## src/wscr_regs.svh

```systemverilog
// Register map, field masks and reset values of the wake source bank.
// Assumes inclusion by bare name from the design and bench files.
`ifndef WSCR_REGS_SVH
`define WSCR_REGS_SVH

// ----------------------------------------------------------------------
// Register indices (byte address is four times the index)
// ----------------------------------------------------------------------
`define WSCR_IDX_BUS2 6'h05
`define WSCR_IDX_TWAKE 6'h06
`define WSCR_IDX_EWAKE 6'h07
`define WSCR_IDX_BIAS 6'h08
`define WSCR_IDX_IRQ_STAT 6'h0C
`define WSCR_IDX_IRQ_CLR 6'h0D
`define WSCR_IDX_IRQ_EN 6'h0E
`define WSCR_IDX_NONE 6'h3F

// ----------------------------------------------------------------------
// Bus access
// ----------------------------------------------------------------------
`define WSCR_HSIZE_WORD 3'h2

// ----------------------------------------------------------------------
// Writable bit masks (reserved bits are zero here)
// ----------------------------------------------------------------------
`define WSCR_BUS2_MASK 8'h23
`define WSCR_TWAKE_MASK 8'hC4
`define WSCR_EWAKE_MASK 8'hA7
`define WSCR_BIAS_MASK 8'h3F
`define WSCR_BUS2_SECOND_LIN_TRANSCEIVER_MODE_MASK 8'h03
`define WSCR_BUS2_PEAK_MASK 8'h20

// ----------------------------------------------------------------------
// Field positions
// ----------------------------------------------------------------------
`define WSCR_PEAK_BIT 5
`define WSCR_T2_WK_BIT 7
`define WSCR_T1_WK_BIT 6
`define WSCR_WD_STOP_BIT 2
`define WSCR_GLOBAL_BIT 7
`define WSCR_MEAS_BIT 5

// ----------------------------------------------------------------------
// Reset and fail-safe values
// ----------------------------------------------------------------------
`define WSCR_BUS2_RST 8'h00
`define WSCR_TWAKE_RST 8'h00
`define WSCR_EWAKE_RST 8'h07
`define WSCR_BIAS_RST 8'h00
`define WSCR_BUS2_FS 8'h01
`define WSCR_EWAKE_FS_KEEP 8'hA0
`define WSCR_EWAKE_FS_SET 8'h07
`define WSCR_BUS1_FS_LOW 5'h09

// ----------------------------------------------------------------------
// Interrupt status bits
// ----------------------------------------------------------------------
`define WSCR_IRQ_W 3
`define WSCR_EV_FAILSAFE 0
`define WSCR_EV_SECOND_LIN_TRANSCEIVER_MODE_UPD 1
`define WSCR_EV_WD_UPD 2

`endif

```

## src/wscr_pkg.sv

```systemverilog
// Types shared by the wake source register bank.
// Assumes the mode sequencer drives one-hot mode codes.
package wscr_pkg;

   // Chip operating mode, one-hot
   typedef enum logic [4:0] {
      WSCR_MODE_INIT = 5'h01,
      WSCR_MODE_NORMAL = 5'h02,
      WSCR_MODE_STOP = 5'h04,
      WSCR_MODE_SLEEP = 5'h08,
      WSCR_MODE_FAILSAFE = 5'h10
   } wscr_mode_type;

endpackage

```

## src/wscr_ahb_slave.sv

```systemverilog
// AHB-Lite slave front end: address phase capture and wait control.
// Assumes a single slave whose hreadyout is the bus hready.
`timescale 1ns/10ps
`include "wscr_regs.svh"

module wscr_ahb_slave (
   // Clock and reset
   input wire logic clk_sys_i,
   input wire logic rst_b_i,
   // AHB-Lite slave
   input wire logic hsel_i,
   input wire logic [31:0] haddr_i,
   input wire logic [1:0] htrans_i,
   input wire logic hwrite_i,
   input wire logic [2:0] hsize_i,
   input wire logic hready_i,
   output logic hreadyout_o,
   output logic hresp_o,
   // Register side
   output logic [5:0] idx_o,
   output logic wr_en_o,
   output logic rd_load_o
);
   import wscr_pkg::*;

   logic accept;
   logic aligned;
   logic [5:0] idx_next;
   logic wr_reg;
   logic rd_reg;
   logic [5:0] idx_reg;

   // Odd sizes or addresses fall to an unmapped index
   assign accept = hsel_i & htrans_i[1] & hready_i;
   assign aligned = (haddr_i[31:8] == 24'h000000) && (haddr_i[1:0] == 2'h0)
                    && (hsize_i == `WSCR_HSIZE_WORD);
   assign idx_next = aligned ? haddr_i[7:2] : `WSCR_IDX_NONE;

   // Data phase flags; reads take one wait so hrdata comes from a flop
   always_ff @(posedge clk_sys_i or negedge rst_b_i) begin
      if (!rst_b_i) begin
         wr_reg <= 1'b0;
         rd_reg <= 1'b0;
         idx_reg <= 6'h00;
      end else begin
         wr_reg <= accept & hwrite_i;
         rd_reg <= accept & ~hwrite_i;
         if (accept) begin
            idx_reg <= idx_next;
         end
      end
   end

   // Outputs
   assign hreadyout_o = ~rd_reg;
   assign hresp_o = 1'b0;
   assign idx_o = idx_reg;
   assign wr_en_o = wr_reg;
   assign rd_load_o = rd_reg;
endmodule

```

## src/wscr_irq.sv

```systemverilog
// Sticky event status, enable mask and level interrupt.
// Assumes event pulses and writes are in the clk_sys_i domain.
`timescale 1ns/10ps
`include "wscr_regs.svh"

module wscr_irq (
   // Clock and reset
   input wire logic clk_sys_i,
   input wire logic rst_b_i,
   // Events and software access
   input wire logic [`WSCR_IRQ_W-1:0] event_i,
   input wire logic clr_wr_i,
   input wire logic en_wr_i,
   input wire logic [`WSCR_IRQ_W-1:0] wdata_i,
   // State
   output logic [`WSCR_IRQ_W-1:0] status_o,
   output logic [`WSCR_IRQ_W-1:0] enable_o,
   output logic irq_o
);
   import wscr_pkg::*;

   logic [`WSCR_IRQ_W-1:0] status_reg;
   logic [`WSCR_IRQ_W-1:0] status_next;
   logic [`WSCR_IRQ_W-1:0] enable_reg;
   logic [`WSCR_IRQ_W-1:0] clr_mask;

   // Set beats clear so an event landing on a clear is kept
   assign clr_mask = clr_wr_i ? wdata_i : '0;
   assign status_next = (status_reg & ~clr_mask) | event_i;

   always_ff @(posedge clk_sys_i or negedge rst_b_i) begin
      if (!rst_b_i) begin
         status_reg <= '0;
         enable_reg <= '0;
      end else begin
         status_reg <= status_next;
         if (en_wr_i) begin
            enable_reg <= wdata_i;
         end
      end
   end

   assign status_o = status_reg;
   assign enable_o = enable_reg;
   assign irq_o = |(status_reg & enable_reg);
endmodule

```

## src/wscr_top.sv

```systemverilog
// Wake source and bus option register bank reached over AHB-Lite.
// Assumes mode and device-side update strobes come from the mode
// sequencer on clk_sys_i; update strobes are one-cycle pulses.
`timescale 1ns/10ps
`include "wscr_regs.svh"

module wscr_top (
   // Clock and reset
   input wire logic clk_sys_i,
   input wire logic rst_b_i,
   // AHB-Lite slave
   input wire logic hsel_i,
   input wire logic [31:0] haddr_i,
   input wire logic [1:0] htrans_i,
   input wire logic hwrite_i,
   input wire logic [2:0] hsize_i,
   input wire logic hready_i,
   input wire logic [31:0] hwdata_i,
   output logic [31:0] hrdata_o,
   output logic hreadyout_o,
   output logic hresp_o,
   // Mode sequencer side
   input wire wscr_pkg::wscr_mode_type sbc_mode_i,
   input wire logic soft_reset_i,
   input wire logic failsafe_entry_i,
   input wire logic restart_i,
   input wire logic [1:0] restart_second_lin_transceiver_mode_i,
   input wire logic second_lin_transceiver_mode_upd_i,
   input wire logic [1:0] second_lin_transceiver_mode_upd_val_i,
   input wire logic wd_upd_i,
   input wire logic wd_upd_val_i,
   // Configuration outputs
   output logic [1:0] second_lin_transceiver_mode_o,
   output logic supply_peak_threshold_select_o,
   output logic second_timer_wake_enable_o,
   output logic first_timer_wake_enable_o,
   output logic watchdog_stop_disable_high_o,
   output logic int_global_o,
   output logic [2:0] wake_src_en_o,
   output logic measure_active_o,
   output logic [1:0] wake_level_valid_o,
   output logic [1:0] wake_input_three_bias_o,
   output logic [1:0] wake_input_two_bias_o,
   output logic [1:0] wake_input_one_bias_o,
   output logic first_bus_force_o,
   output logic [4:0] first_bus_force_val_o,
   // Interrupt
   output logic irq_o
);
   import wscr_pkg::*;

   // ----------------------------------------------------------------------
   // Declarations
   // ----------------------------------------------------------------------
   logic [5:0] idx;
   logic wr_en;
   logic rd_load;
   logic [7:0] wdata;
   logic [7:0] bus2_reg;
   logic [7:0] bus2_next;
   logic [7:0] bus2_host;
   logic [7:0] bus2_wr_val;
   logic [7:0] bus2_dev;
   logic [7:0] bus2_restart;
   logic [7:0] twake_reg;
   logic [7:0] twake_next;
   logic [7:0] twake_host;
   logic [7:0] ewake_reg;
   logic [7:0] ewake_next;
   logic [7:0] ewake_host;
   logic [7:0] ewake_fs;
   logic [7:0] bias_reg;
   logic [7:0] bias_next;
   logic [31:0] hrdata_reg;
   logic [31:0] hrdata_next;
   logic [7:0] rd_val;
   logic fs_force_reg;
   logic peak_open;
   logic wr_bus2;
   logic wr_twake;
   logic wr_ewake;
   logic wr_bias;
   logic wr_irq_clr;
   logic wr_irq_en;
   logic [`WSCR_IRQ_W-1:0] irq_event;
   logic [`WSCR_IRQ_W-1:0] irq_status;
   logic [`WSCR_IRQ_W-1:0] irq_enable;

   // ----------------------------------------------------------------------
   // Bus front end and address decode
   // ----------------------------------------------------------------------
   function automatic logic hit(input logic [5:0] a, input logic [5:0] b);
      hit = (a == b);
   endfunction

   // Bus slave instance
   wscr_ahb_slave u_slave (
      .clk_sys_i(clk_sys_i),
      .rst_b_i(rst_b_i),
      .hsel_i(hsel_i),
      .haddr_i(haddr_i),
      .htrans_i(htrans_i),
      .hwrite_i(hwrite_i),
      .hsize_i(hsize_i),
      .hready_i(hready_i),
      .hreadyout_o(hreadyout_o),
      .hresp_o(hresp_o),
      .idx_o(idx),
      .wr_en_o(wr_en),
      .rd_load_o(rd_load)
   );

   // Write strobes per register
   assign wdata = hwdata_i[7:0];
   assign wr_bus2 = wr_en & hit(idx, `WSCR_IDX_BUS2);
   assign wr_twake = wr_en & hit(idx, `WSCR_IDX_TWAKE);
   assign wr_ewake = wr_en & hit(idx, `WSCR_IDX_EWAKE);
   assign wr_bias = wr_en & hit(idx, `WSCR_IDX_BIAS);
   assign wr_irq_clr = wr_en & hit(idx, `WSCR_IDX_IRQ_CLR);
   assign wr_irq_en = wr_en & hit(idx, `WSCR_IDX_IRQ_EN);

   // ----------------------------------------------------------------------
   // Second bus control register
   // ----------------------------------------------------------------------
   // Peak bit open to software only in Init or Normal
   assign peak_open = (sbc_mode_i == WSCR_MODE_INIT) ||
                      (sbc_mode_i == WSCR_MODE_NORMAL);
   // Closed peak bit silently keeps its value, nothing is flagged
   assign bus2_wr_val = peak_open ? (wdata & `WSCR_BUS2_MASK) :
                        ((bus2_reg & `WSCR_BUS2_PEAK_MASK) |
                         (wdata & `WSCR_BUS2_SECOND_LIN_TRANSCEIVER_MODE_MASK));
   assign bus2_host = wr_bus2 ? bus2_wr_val : bus2_reg;
   // Device update overrides the host's mode bits in the same cycle
   assign bus2_dev = second_lin_transceiver_mode_upd_i ? {bus2_host[7:2], second_lin_transceiver_mode_upd_val_i} :
                     bus2_host;
   // Restart keeps the peak bit, mode comes from the sequencer
   assign bus2_restart = (bus2_reg & `WSCR_BUS2_PEAK_MASK) |
                         {6'h00, restart_second_lin_transceiver_mode_i};
   assign bus2_next = soft_reset_i ? `WSCR_BUS2_RST :
                      failsafe_entry_i ? `WSCR_BUS2_FS :
                      restart_i ? bus2_restart : bus2_dev;

   // ----------------------------------------------------------------------
   // Timer wake and watchdog register
   // ----------------------------------------------------------------------
   // Watchdog bit takes the device value ahead of a host write
   assign twake_host = wr_twake ? (wdata & `WSCR_TWAKE_MASK) : twake_reg;
   always_comb begin
      twake_next = twake_host;
      if (wd_upd_i) begin
         twake_next[`WSCR_WD_STOP_BIT] = wd_upd_val_i;
      end
      if (soft_reset_i) begin
         twake_next = `WSCR_TWAKE_RST;
      end
   end

   // ----------------------------------------------------------------------
   // External wake register and bias register
   // ----------------------------------------------------------------------
   assign ewake_host = wr_ewake ? (wdata & `WSCR_EWAKE_MASK) : ewake_reg;
   // Fail-safe keeps global and measure bits, sets all three wake enable bits
   assign ewake_fs = (ewake_reg & `WSCR_EWAKE_FS_KEEP) |
                     `WSCR_EWAKE_FS_SET;
   // Restart clears only reserved bits, which the mask already zeroes
   assign ewake_next = soft_reset_i ? `WSCR_EWAKE_RST :
                       failsafe_entry_i ? ewake_fs :
                       restart_i ? (ewake_reg & `WSCR_EWAKE_MASK) :
                       ewake_host;
   assign bias_next = soft_reset_i ? `WSCR_BIAS_RST :
                      wr_bias ? (wdata & `WSCR_BIAS_MASK) : bias_reg;

   // ----------------------------------------------------------------------
   // Storage
   // ----------------------------------------------------------------------
   // Power-on values on the asynchronous reset
   always_ff @(posedge clk_sys_i or negedge rst_b_i) begin
      if (!rst_b_i) begin
         bus2_reg <= `WSCR_BUS2_RST;
         twake_reg <= `WSCR_TWAKE_RST;
         ewake_reg <= `WSCR_EWAKE_RST;
         bias_reg <= `WSCR_BIAS_RST;
         fs_force_reg <= 1'b0;
      end else begin
         bus2_reg <= bus2_next;
         twake_reg <= twake_next;
         ewake_reg <= ewake_next;
         bias_reg <= bias_next;
         fs_force_reg <= failsafe_entry_i & ~soft_reset_i;
      end
   end

   // ----------------------------------------------------------------------
   // Read path
   // ----------------------------------------------------------------------
   // Unmapped and write-only indices read as zero
   assign rd_val = hit(idx, `WSCR_IDX_BUS2) ? bus2_reg :
                   hit(idx, `WSCR_IDX_TWAKE) ? twake_reg :
                   hit(idx, `WSCR_IDX_EWAKE) ? ewake_reg :
                   hit(idx, `WSCR_IDX_BIAS) ? bias_reg :
                   hit(idx, `WSCR_IDX_IRQ_STAT) ? {5'h00, irq_status} :
                   hit(idx, `WSCR_IDX_IRQ_EN) ? {5'h00, irq_enable} :
                   8'h00;
   assign hrdata_next = rd_load ? {24'h000000, rd_val} : hrdata_reg;

   always_ff @(posedge clk_sys_i or negedge rst_b_i) begin
      if (!rst_b_i) begin
         hrdata_reg <= 32'h00000000;
      end else begin
         hrdata_reg <= hrdata_next;
      end
   end
   assign hrdata_o = hrdata_reg;

   // ----------------------------------------------------------------------
   // Interrupt
   // ----------------------------------------------------------------------
   // Ignored Stop-mode peak writes are deliberately not an event
   assign irq_event[`WSCR_EV_FAILSAFE] = failsafe_entry_i;
   assign irq_event[`WSCR_EV_SECOND_LIN_TRANSCEIVER_MODE_UPD] = second_lin_transceiver_mode_upd_i;
   assign irq_event[`WSCR_EV_WD_UPD] = wd_upd_i;

   wscr_irq u_irq (
      .clk_sys_i(clk_sys_i),
      .rst_b_i(rst_b_i),
      .event_i(irq_event),
      .clr_wr_i(wr_irq_clr),
      .en_wr_i(wr_irq_en),
      .wdata_i(wdata[`WSCR_IRQ_W-1:0]),
      .status_o(irq_status),
      .enable_o(irq_enable),
      .irq_o(irq_o)
   );

   // ----------------------------------------------------------------------
   // Configuration outputs
   // ----------------------------------------------------------------------
   // Field outputs straight from the registers
   assign second_lin_transceiver_mode_o = bus2_reg[1:0];
   assign supply_peak_threshold_select_o = bus2_reg[`WSCR_PEAK_BIT];
   assign second_timer_wake_enable_o = twake_reg[`WSCR_T2_WK_BIT];
   assign first_timer_wake_enable_o = twake_reg[`WSCR_T1_WK_BIT];
   assign watchdog_stop_disable_high_o = twake_reg[`WSCR_WD_STOP_BIT];
   assign int_global_o = ewake_reg[`WSCR_GLOBAL_BIT];
   // Measure mode masks enables 1 and 0, not enable 2, but leaves the stored bits alone
   assign wake_src_en_o[2] = ewake_reg[2];
   assign wake_src_en_o[1:0] = ewake_reg[1:0] &
                               {2{~ewake_reg[`WSCR_MEAS_BIT]}};
   assign measure_active_o = ewake_reg[`WSCR_MEAS_BIT] &
                             (sbc_mode_i == WSCR_MODE_NORMAL);
   assign wake_level_valid_o = {2{~ewake_reg[`WSCR_MEAS_BIT]}};
   // Codes: 00 none, 01 down, 10 up, 11 automatic
   assign wake_input_three_bias_o = bias_reg[5:4];
   assign wake_input_two_bias_o = bias_reg[3:2];
   assign wake_input_one_bias_o = bias_reg[1:0];
   // First bus register lives elsewhere; LIN 01 and CAN 001 wake capable
   assign first_bus_force_o = fs_force_reg;
   assign first_bus_force_val_o = `WSCR_BUS1_FS_LOW;

   logic quiet;
   assign quiet = ~soft_reset_i & ~failsafe_entry_i & ~restart_i;
endmodule

```

## config.mk

```make
export PLATFORM = sky130hd
export DESIGN_NAME = wscr_top
export DESIGN_NICKNAME = d
export VERILOG_FILES = /design/src/wscr_pkg.sv /design/src/wscr_ahb_slave.sv /design/src/wscr_irq.sv /design/src/wscr_top.sv
export VERILOG_INCLUDE_DIRS = /design/src /design/src/src
export SDC_FILE = /design/constraint.sdc
export NUM_CORES = 1
export LEC_CHECK = 0
export BUFFER_PORTS_ARGS = -buffer_cell sky130_fd_sc_hd__buf_2
export CORE_ASPECT_RATIO = 1.4
export CORE_MARGIN = 5
export CORE_UTILIZATION = 46
export DETAILED_ROUTE_END_ITERATION = 6
export GPL_ROUTABILITY_DRIVEN = 0
export GPL_TIMING_DRIVEN = 0
export PLACE_DENSITY = 0.88
export REMOVE_ABC_BUFFERS = 1
export SYNTH_ARGS = -nofsm -noshare
export SYNTH_HDL_FRONTEND = slang
export SYNTH_SLANG_ARGS = --single-unit
```

## constraint.sdc

```tcl
create_clock -name clk_sys_i -period 3.7 [get_ports clk_sys_i]
set_clock_uncertainty 0.05 [all_clocks]
set_input_delay 0.74 -clock clk_sys_i [delete_from_list [all_inputs] [get_ports clk_sys_i]]
set_output_delay 0.74 -clock clk_sys_i [all_outputs]
set_load 0.03 [all_outputs]
```

==> impl_metrics.yaml, run 1 <==
synthesis:
  avgSynthCellArea_um2: 9.21
  synth_edf_count: 0
  synth_ff_type: "dfrtp_1"
  syn_area_um2: 2300
  yosysWarnings: 0
  yosys.cell_types.count: 40
  netlist_instances: 250
  postSynth.asyncResetShare_pct: 100
  ys_ff_latch: 40
  ys_seq_area_share_pct: 43.6
clock_tree:
  cts_buffers: 5
  path_clk_slew_ps: 80
  cts_tree: "done"
  cts_hold_buf: 0
  cts_max_level: 2
  post_cts_buffers: 0
  clkLatencyLatePin_ps: 290
  root_buffer: "clkbuf_8"
  cts-resized-gates: 0
  numClockSinks: 40
  cts.path.max_buffers: 2
detailed_routing:
  wl_mm: 5.90
  remaining_drc_errors: 0
  dr.pass1.iters: 4
  drt_iter0_drc: 113
  detailroute.via_count: 2104
  routed_via_density: 5.25
  wl_per_cell_um: 14.7
  postRouteAntennaNets: 0
power:
  p_leak_nw: 1.35
  peakVddDrop_v: 0.000173
  p_total_uw: 916
  p_per_area_nw_per_um2: 330
worst_hold_path:
  hp-class: "flop to flop"
  min_from: "hrdata_o[7]$_DFFE_PN0P_"
floorplanning:
  initial_core_util_pct: 47.6
  die_y_um: 93.7
  std_cell_rows: 30
  chipWidth_um: 69.8
  die_area_um2: 6540
  core_area_um2: 4840
  ios: 149
timing:
  setup_viol: 0
  fin_crit_sh_pct: 59.1
  max-slew-margin-rel_pct: 42.4
  fin_crit_ps: 2190
  hold_viol_final: 0
  drv_slew: 0
  rsz0062_at_grt: "false"
  finalSetupTns_ps: 0
  hold_ws_ps: 445
  fmax_mhz: 457
  worstMarginPinSlew_ps: 864
finish:
  final_area_um2: 2770
  syn2layout_area_growth_pct: 20.4
  final_common_cell: "buf_2"
  num_antenna_cells: 0
  fin_nets: 425
  layout_common_cells: "93 x buf_2, 37 x dfrtp_1, 32 x nor2_1, 30 x conb_1, 19 x nand2_1"
  fill_cells: 457
  layout-drive-gt1-share_pct: 33.8
  largest_reg_flops: 8
  post-route-util_pct: 57.3
critical_path:
  critPathBufInv: 2
  cp.arrival_ps: 1400
  cp_slowest_cell: "dfrtp_1"
  cpPeakStageDelay_ps: 630
  worst_setup_path_start_kind: "flop"
  path_class: "flop to primary output"
  r2r_slack_ps: 1560
  end_kind: "primary output"
  worstPathMaxFanout: 15
  rr_startpoint: "u_slave.idx_o[5]$_DFFE_PN0P_"
  critical-path-top-delay-family: "flip-flops"
  path_cells: "inv_1 > buf_2"
  startpoint: "u_slave.rd_load_o$_DFF_PN0_"
  required_ps: 2910
grt:
  grt_max_degree: 41
  gr-total-overflow: 0
  grt_pass1_vias: 2109
  grtUsageTotal_pct: 17.8
  antenna_found_initial: 0
  grt_pass1_wl_mm: 9.36
placed_design:
  hpwl_mm: 4.78
  numPortBuffers: 93
  place_area_um2: 2670
status:
  status: "finished, final reports clean"
run:
  cap_violations: 0
-- synthesized netlist by cell type (2+ instances only) --
cell type / count / area (um2)
a211oi_1: 2 / 15.0
o2bb2ai_1: 2 / 17.5
mux2i_1: 10 / 100
a221oi_1: 3 / 26.3
nand3_1: 10 / 50.1
or4b_1: 3 / 30.0
a21oi_1: 14 / 70.1
o22ai_1: 2 / 12.5
o31ai_1: 2 / 15.0
o21ai_0: 4 / 20.0
nand2_1: 19 / 71.3
inv_1: 7 / 26.3
a31oi_1: 2 / 12.5
buf_4: 32 / 240
clkbuf_1: 8 / 30.0
mux2_2: 8 / 90.1
nand3b_1: 4 / 30.0
conb_1: 2 / 7.51
a21o_1: 4 / 30.0
dfstp_2: 3 / 78.8
and2_1: 2 / 12.5
nor4_1: 7 / 43.8
nor4b_1: 2 / 17.5
nor2b_1: 4 / 25.0
nand4_1: 2 / 12.5
and3_1: 4 / 25.0
dfrtp_1: 37 / 926
o21ai_1: 4 / 20.0
nor3_1: 2 / 10.0
nor3_2: 2 / 20.0
buf_2: 2 / 10.0
nand4b_1: 2 / 17.5
nor2_1: 32 / 120
-- worst register-to-register path, stage by stage, from the launching register on --
cell and delay [ps]:
dfrtp_1 420, or4b_1 550, or4b_1 670, mux2i_1 260, nor2_1 70
-- routing by layer --
metal  vias up  part of all wire [%]  GRT usage, %
li1        992                     -             -
met1       988                    35          17.8
met2       105                    52          32.7
met3        19                   9.3          5.03
met4         0                   3.5          10.1
met5         -                     0             0
-- metrics by stage --
step | std cells | setup slack (ps)
2_1_floorplan | 236 | 1130
3_3_place_gp | 393 | 1540
3_5_place_dp | 393 | 1520
4_1_cts | 401 | 1510
5_1_grt | 401 | 1390
6_report | 401 | 1510
-- final cells by class --
| type | count | area, um2 | area share (%) |
|---|---|---|---|
| Tap cell | 64 | 80.1 | 2.89 |
| Multi-Input combinational cell | 189 | 1100 | 39.6 |
| Inverter | 7 | 26.3 | 0.947 |
| Timing Repair Buffer | 93 | 465 | 16.8 |
| Sequential cell | 40 | 1000 | 36.2 |
| Clock buffer | 8 | 100 | 3.61 |
-- path summary, 6_finish.rpt --
check / endpoint / cells after the start
max in group asynchronous: u_slave.idx_o[5]$_DFFE_PN0P_ / 1
min in group asynchronous: u_irq.status_o[1]$_DFF_PN0_ / 1
worst max-delay path: hreadyout_o / 2
worst max register to register: bias_reg[0]$_DFFE_PN0P_ / 4
worst min register to register: hrdata_o[7]$_DFFE_PN0P_ / 1
worst min-delay path: hrdata_o[7]$_DFFE_PN0P_ / 1
-- cells by family after synthesis --
logic type,after synthesis,share of synthesized area (%)
simple gates,98,22.5
xor+xnor,1,0.380
buf+inv,49,13.3
other cells,2,0.326
mux,18,8.26
compound gates,42,11.6
flops,40,43.6
-- power breakdown --
part | internal (mW) | total [mW] | switching (mW)
combinational | 0.0438 | 0.148 | 0.104
sequential | 0.447 | 0.456 | 0.00835
clock | 0.170 | 0.312 | 0.142
(Power assumes the default switching activity.)
==> inputs of run 2 (changes only) <==
--- a/config.mk
+++ b/config.mk
@@ -9,11 +9,11 @@
 export BUFFER_PORTS_ARGS = -buffer_cell sky130_fd_sc_hd__buf_2
 export CORE_ASPECT_RATIO = 1.4
 export CORE_MARGIN = 5
-export CORE_UTILIZATION = 46
+export CORE_UTILIZATION = 38
 export DETAILED_ROUTE_END_ITERATION = 6
 export GPL_ROUTABILITY_DRIVEN = 0
 export GPL_TIMING_DRIVEN = 0
-export PLACE_DENSITY = 0.88
+export PLACE_DENSITY = 0.78
 export REMOVE_ABC_BUFFERS = 1
 export SYNTH_ARGS = -nofsm -noshare
 export SYNTH_HDL_FRONTEND = slang
==> constraint.sdc (replaced) <==
create_clock -name clk_sys_i -period 1.9 [get_ports clk_sys_i]
set_clock_uncertainty 0.05 [all_clocks]
set_input_delay 0.38 -clock clk_sys_i [delete_from_list [all_inputs] [get_ports clk_sys_i]]
set_output_delay 0.38 -clock clk_sys_i [all_outputs]
set_load 0.03 [all_outputs]
==> run 2 against run 1 <==
The flow now finishes with violations (setup timing); combinational power up 96%; cell count grew 3.0%; clock-buffer cell count is 2 lower; critical endpoint is now bias_reg[0]$_DFFE_PN0P_; power grew 88%.
==> impl_metrics.yaml, run 2 (synthesis gave the netlist of run 1 again) <==
status:
  status: "complete, but fails checks"
  violations: "setup timing"
detailed_routing:
  detailroute.via_count: 2099
  remaining_drc_errors: 0
  dr.pass1.iters: 4
  drt_iter0_drc: 111
  routed_via_density: 5.08
  postRouteAntennaNets: 0
  wl_per_cell_um: 14.3
  wl_mm: 5.92
clock_tree:
  cts_buffers: 5
  numClockSinks: 40
  root_buffer: "clkbuf_8"
  cts_max_level: 2
  cts_tree: "done"
  path_clk_slew_ps: 80
  clkLatencyLatePin_ps: 300
  cts.path.max_buffers: 2
critical_path:
  reg2reg_depth: 4
  rr_startpoint: "u_slave.idx_o[5]$_DFFE_PN0P_"
  r2r-end: "bias_reg[0]$_DFFE_PN0P_"
  worst_setup_path_start_kind: "flop"
  end_kind: "flop"
  startpoint: "u_slave.idx_o[5]$_DFFE_PN0P_"
  required_ps: 2020
  crit_end: "bias_reg[0]$_DFFE_PN0P_"
  r2r_slack_ps: -60
  worstPathMaxFanout: 6
  cp.arrival_ps: 2080
  path_class: "flop to flop"
run:
  cap_violations: 0
timing:
  worstMarginPinSlew_ps: 869
  max-slew-margin-rel_pct: 42.0
  drv_slew: 0
  fin_ws_ps: -62.8
  hold_viol_final: 0
  setup_viol: 2
  fin_crit_ps: 1960
  fmax_mhz: 509
  fin_crit_sh_pct: 103
  rsz0062_at_grt: "true"
  hold_ws_ps: 149
floorplanning:
  die_y_um: 102
  core_area_um2: 5860
  std_cell_rows: 33
  chipWidth_um: 75.8
  initial_core_util_pct: 39.3
  ios: 149
  die_area_um2: 7740
power:
  p_per_area_nw_per_um2: 606
  p_leak_nw: 1.39
  peakVddDrop_v: 0.000317
placed_design:
  place_area_um2: 2680
  hpwl_mm: 4.68
  numPortBuffers: 93
finish:
  fin_nets: 431
  syn2layout_area_growth_pct: 23.3
  num_antenna_cells: 0
  layout_common_cells: "93 x buf_2, 33 x dfrtp_1, 32 x nor2_1, 30 x conb_1, 19 x nand2_1"
  final_area_um2: 2840
  largest_reg_flops: 8
  final_common_cell: "buf_2"
  layout-drive-gt1-share_pct: 37.3
grt:
  gr-total-overflow: 0
  grt_max_degree: 41
  grtUsageTotal_pct: 15.7
  antenna_found_initial: 0
  grt_pass1_vias: 2118
  grt_pass1_wl_mm: 9.22
worst_hold_path:
  hp-class: "input pin to asynchronous set/reset pin"
-- run 2: worst min path at each step --
stage	start	to	depth (start not counted)
after global routing	hwrite_i	u_slave.rd_load_o$_DFF_PN0_	2
after CTS	rst_b_i	hrdata_o[2]$_DFFE_PN0P_	1
after global placement	hrdata_o[7]$_DFFE_PN0P_	hrdata_o[7]$_DFFE_PN0P_	1
final	rst_b_i	twake_reg[2]$_DFFE_PN0P_	1
after detailed placement	hrdata_o[6]$_DFFE_PN0P_	hrdata_o[6]$_DFFE_PN0P_	1
after floorplan	rst_b_i	bias_reg[0]$_DFFE_PN0P_	0
-- run 2: critical path, stage by stage, from the launching register on --
cell,delay (ps)
dfrtp_1,420
or4b_4,550
or4b_4,580
mux2i_1,180
nor2_1,50
-- run 2: power breakdown --
group | switching, mW | leakage [nW] | internal [mW] | total [mW]
Combinational | 0.204 | 0.858 | 0.0857 | 0.290
Sequential | 0.0162 | 0.488 | 0.871 | 0.888
Clock | 0.287 | 0.0412 | 0.256 | 0.544
-- run 2: final cells by class --
cell class | instances | area [um2]
tap | 70 | 87.6
inverter | 7 | 26.3
fill | 580 | 3020
multi-input combinational | 189 | 1120
clock buffer | 6 | 72.6
clock inverter | 2 | 12.5
sequential | 40 | 1010
timing repair buffer | 99 | 510
-- run 2: timing repair --
item / in CTS / in global routing
hold buffers: 0 / 0
setup buffers: 3 / 3
pin swaps: 1 / 6
setup endpoints to repair: 16 / 20
gates resized for setup: 3 / 6
-- run 2: layer usage --
layer	vias up	track usage [%]	wire, um
met5	-	0	0
met4	0	8.48	122
met3	8	4.43	653
met2	118	26.5	2980
met1	972	17.5	2160
li1	1001	-	-
-- run 2: through the flow --
step           setup TNS [ps]  worst slack, ps  total power [mW]  std cells  utilization (%)
2_1_floorplan               0             1.99              1.06        236                -
3_3_place_gp             -739             -148              1.19        399             45.7
3_5_place_dp            -1640             -196              1.19        399             45.7
4_1_cts                  -596            -84.7              1.74        410             47.8
5_1_grt                  -243             -119              1.81        413             48.4
6_report                 -114            -62.8              1.72        413             48.4
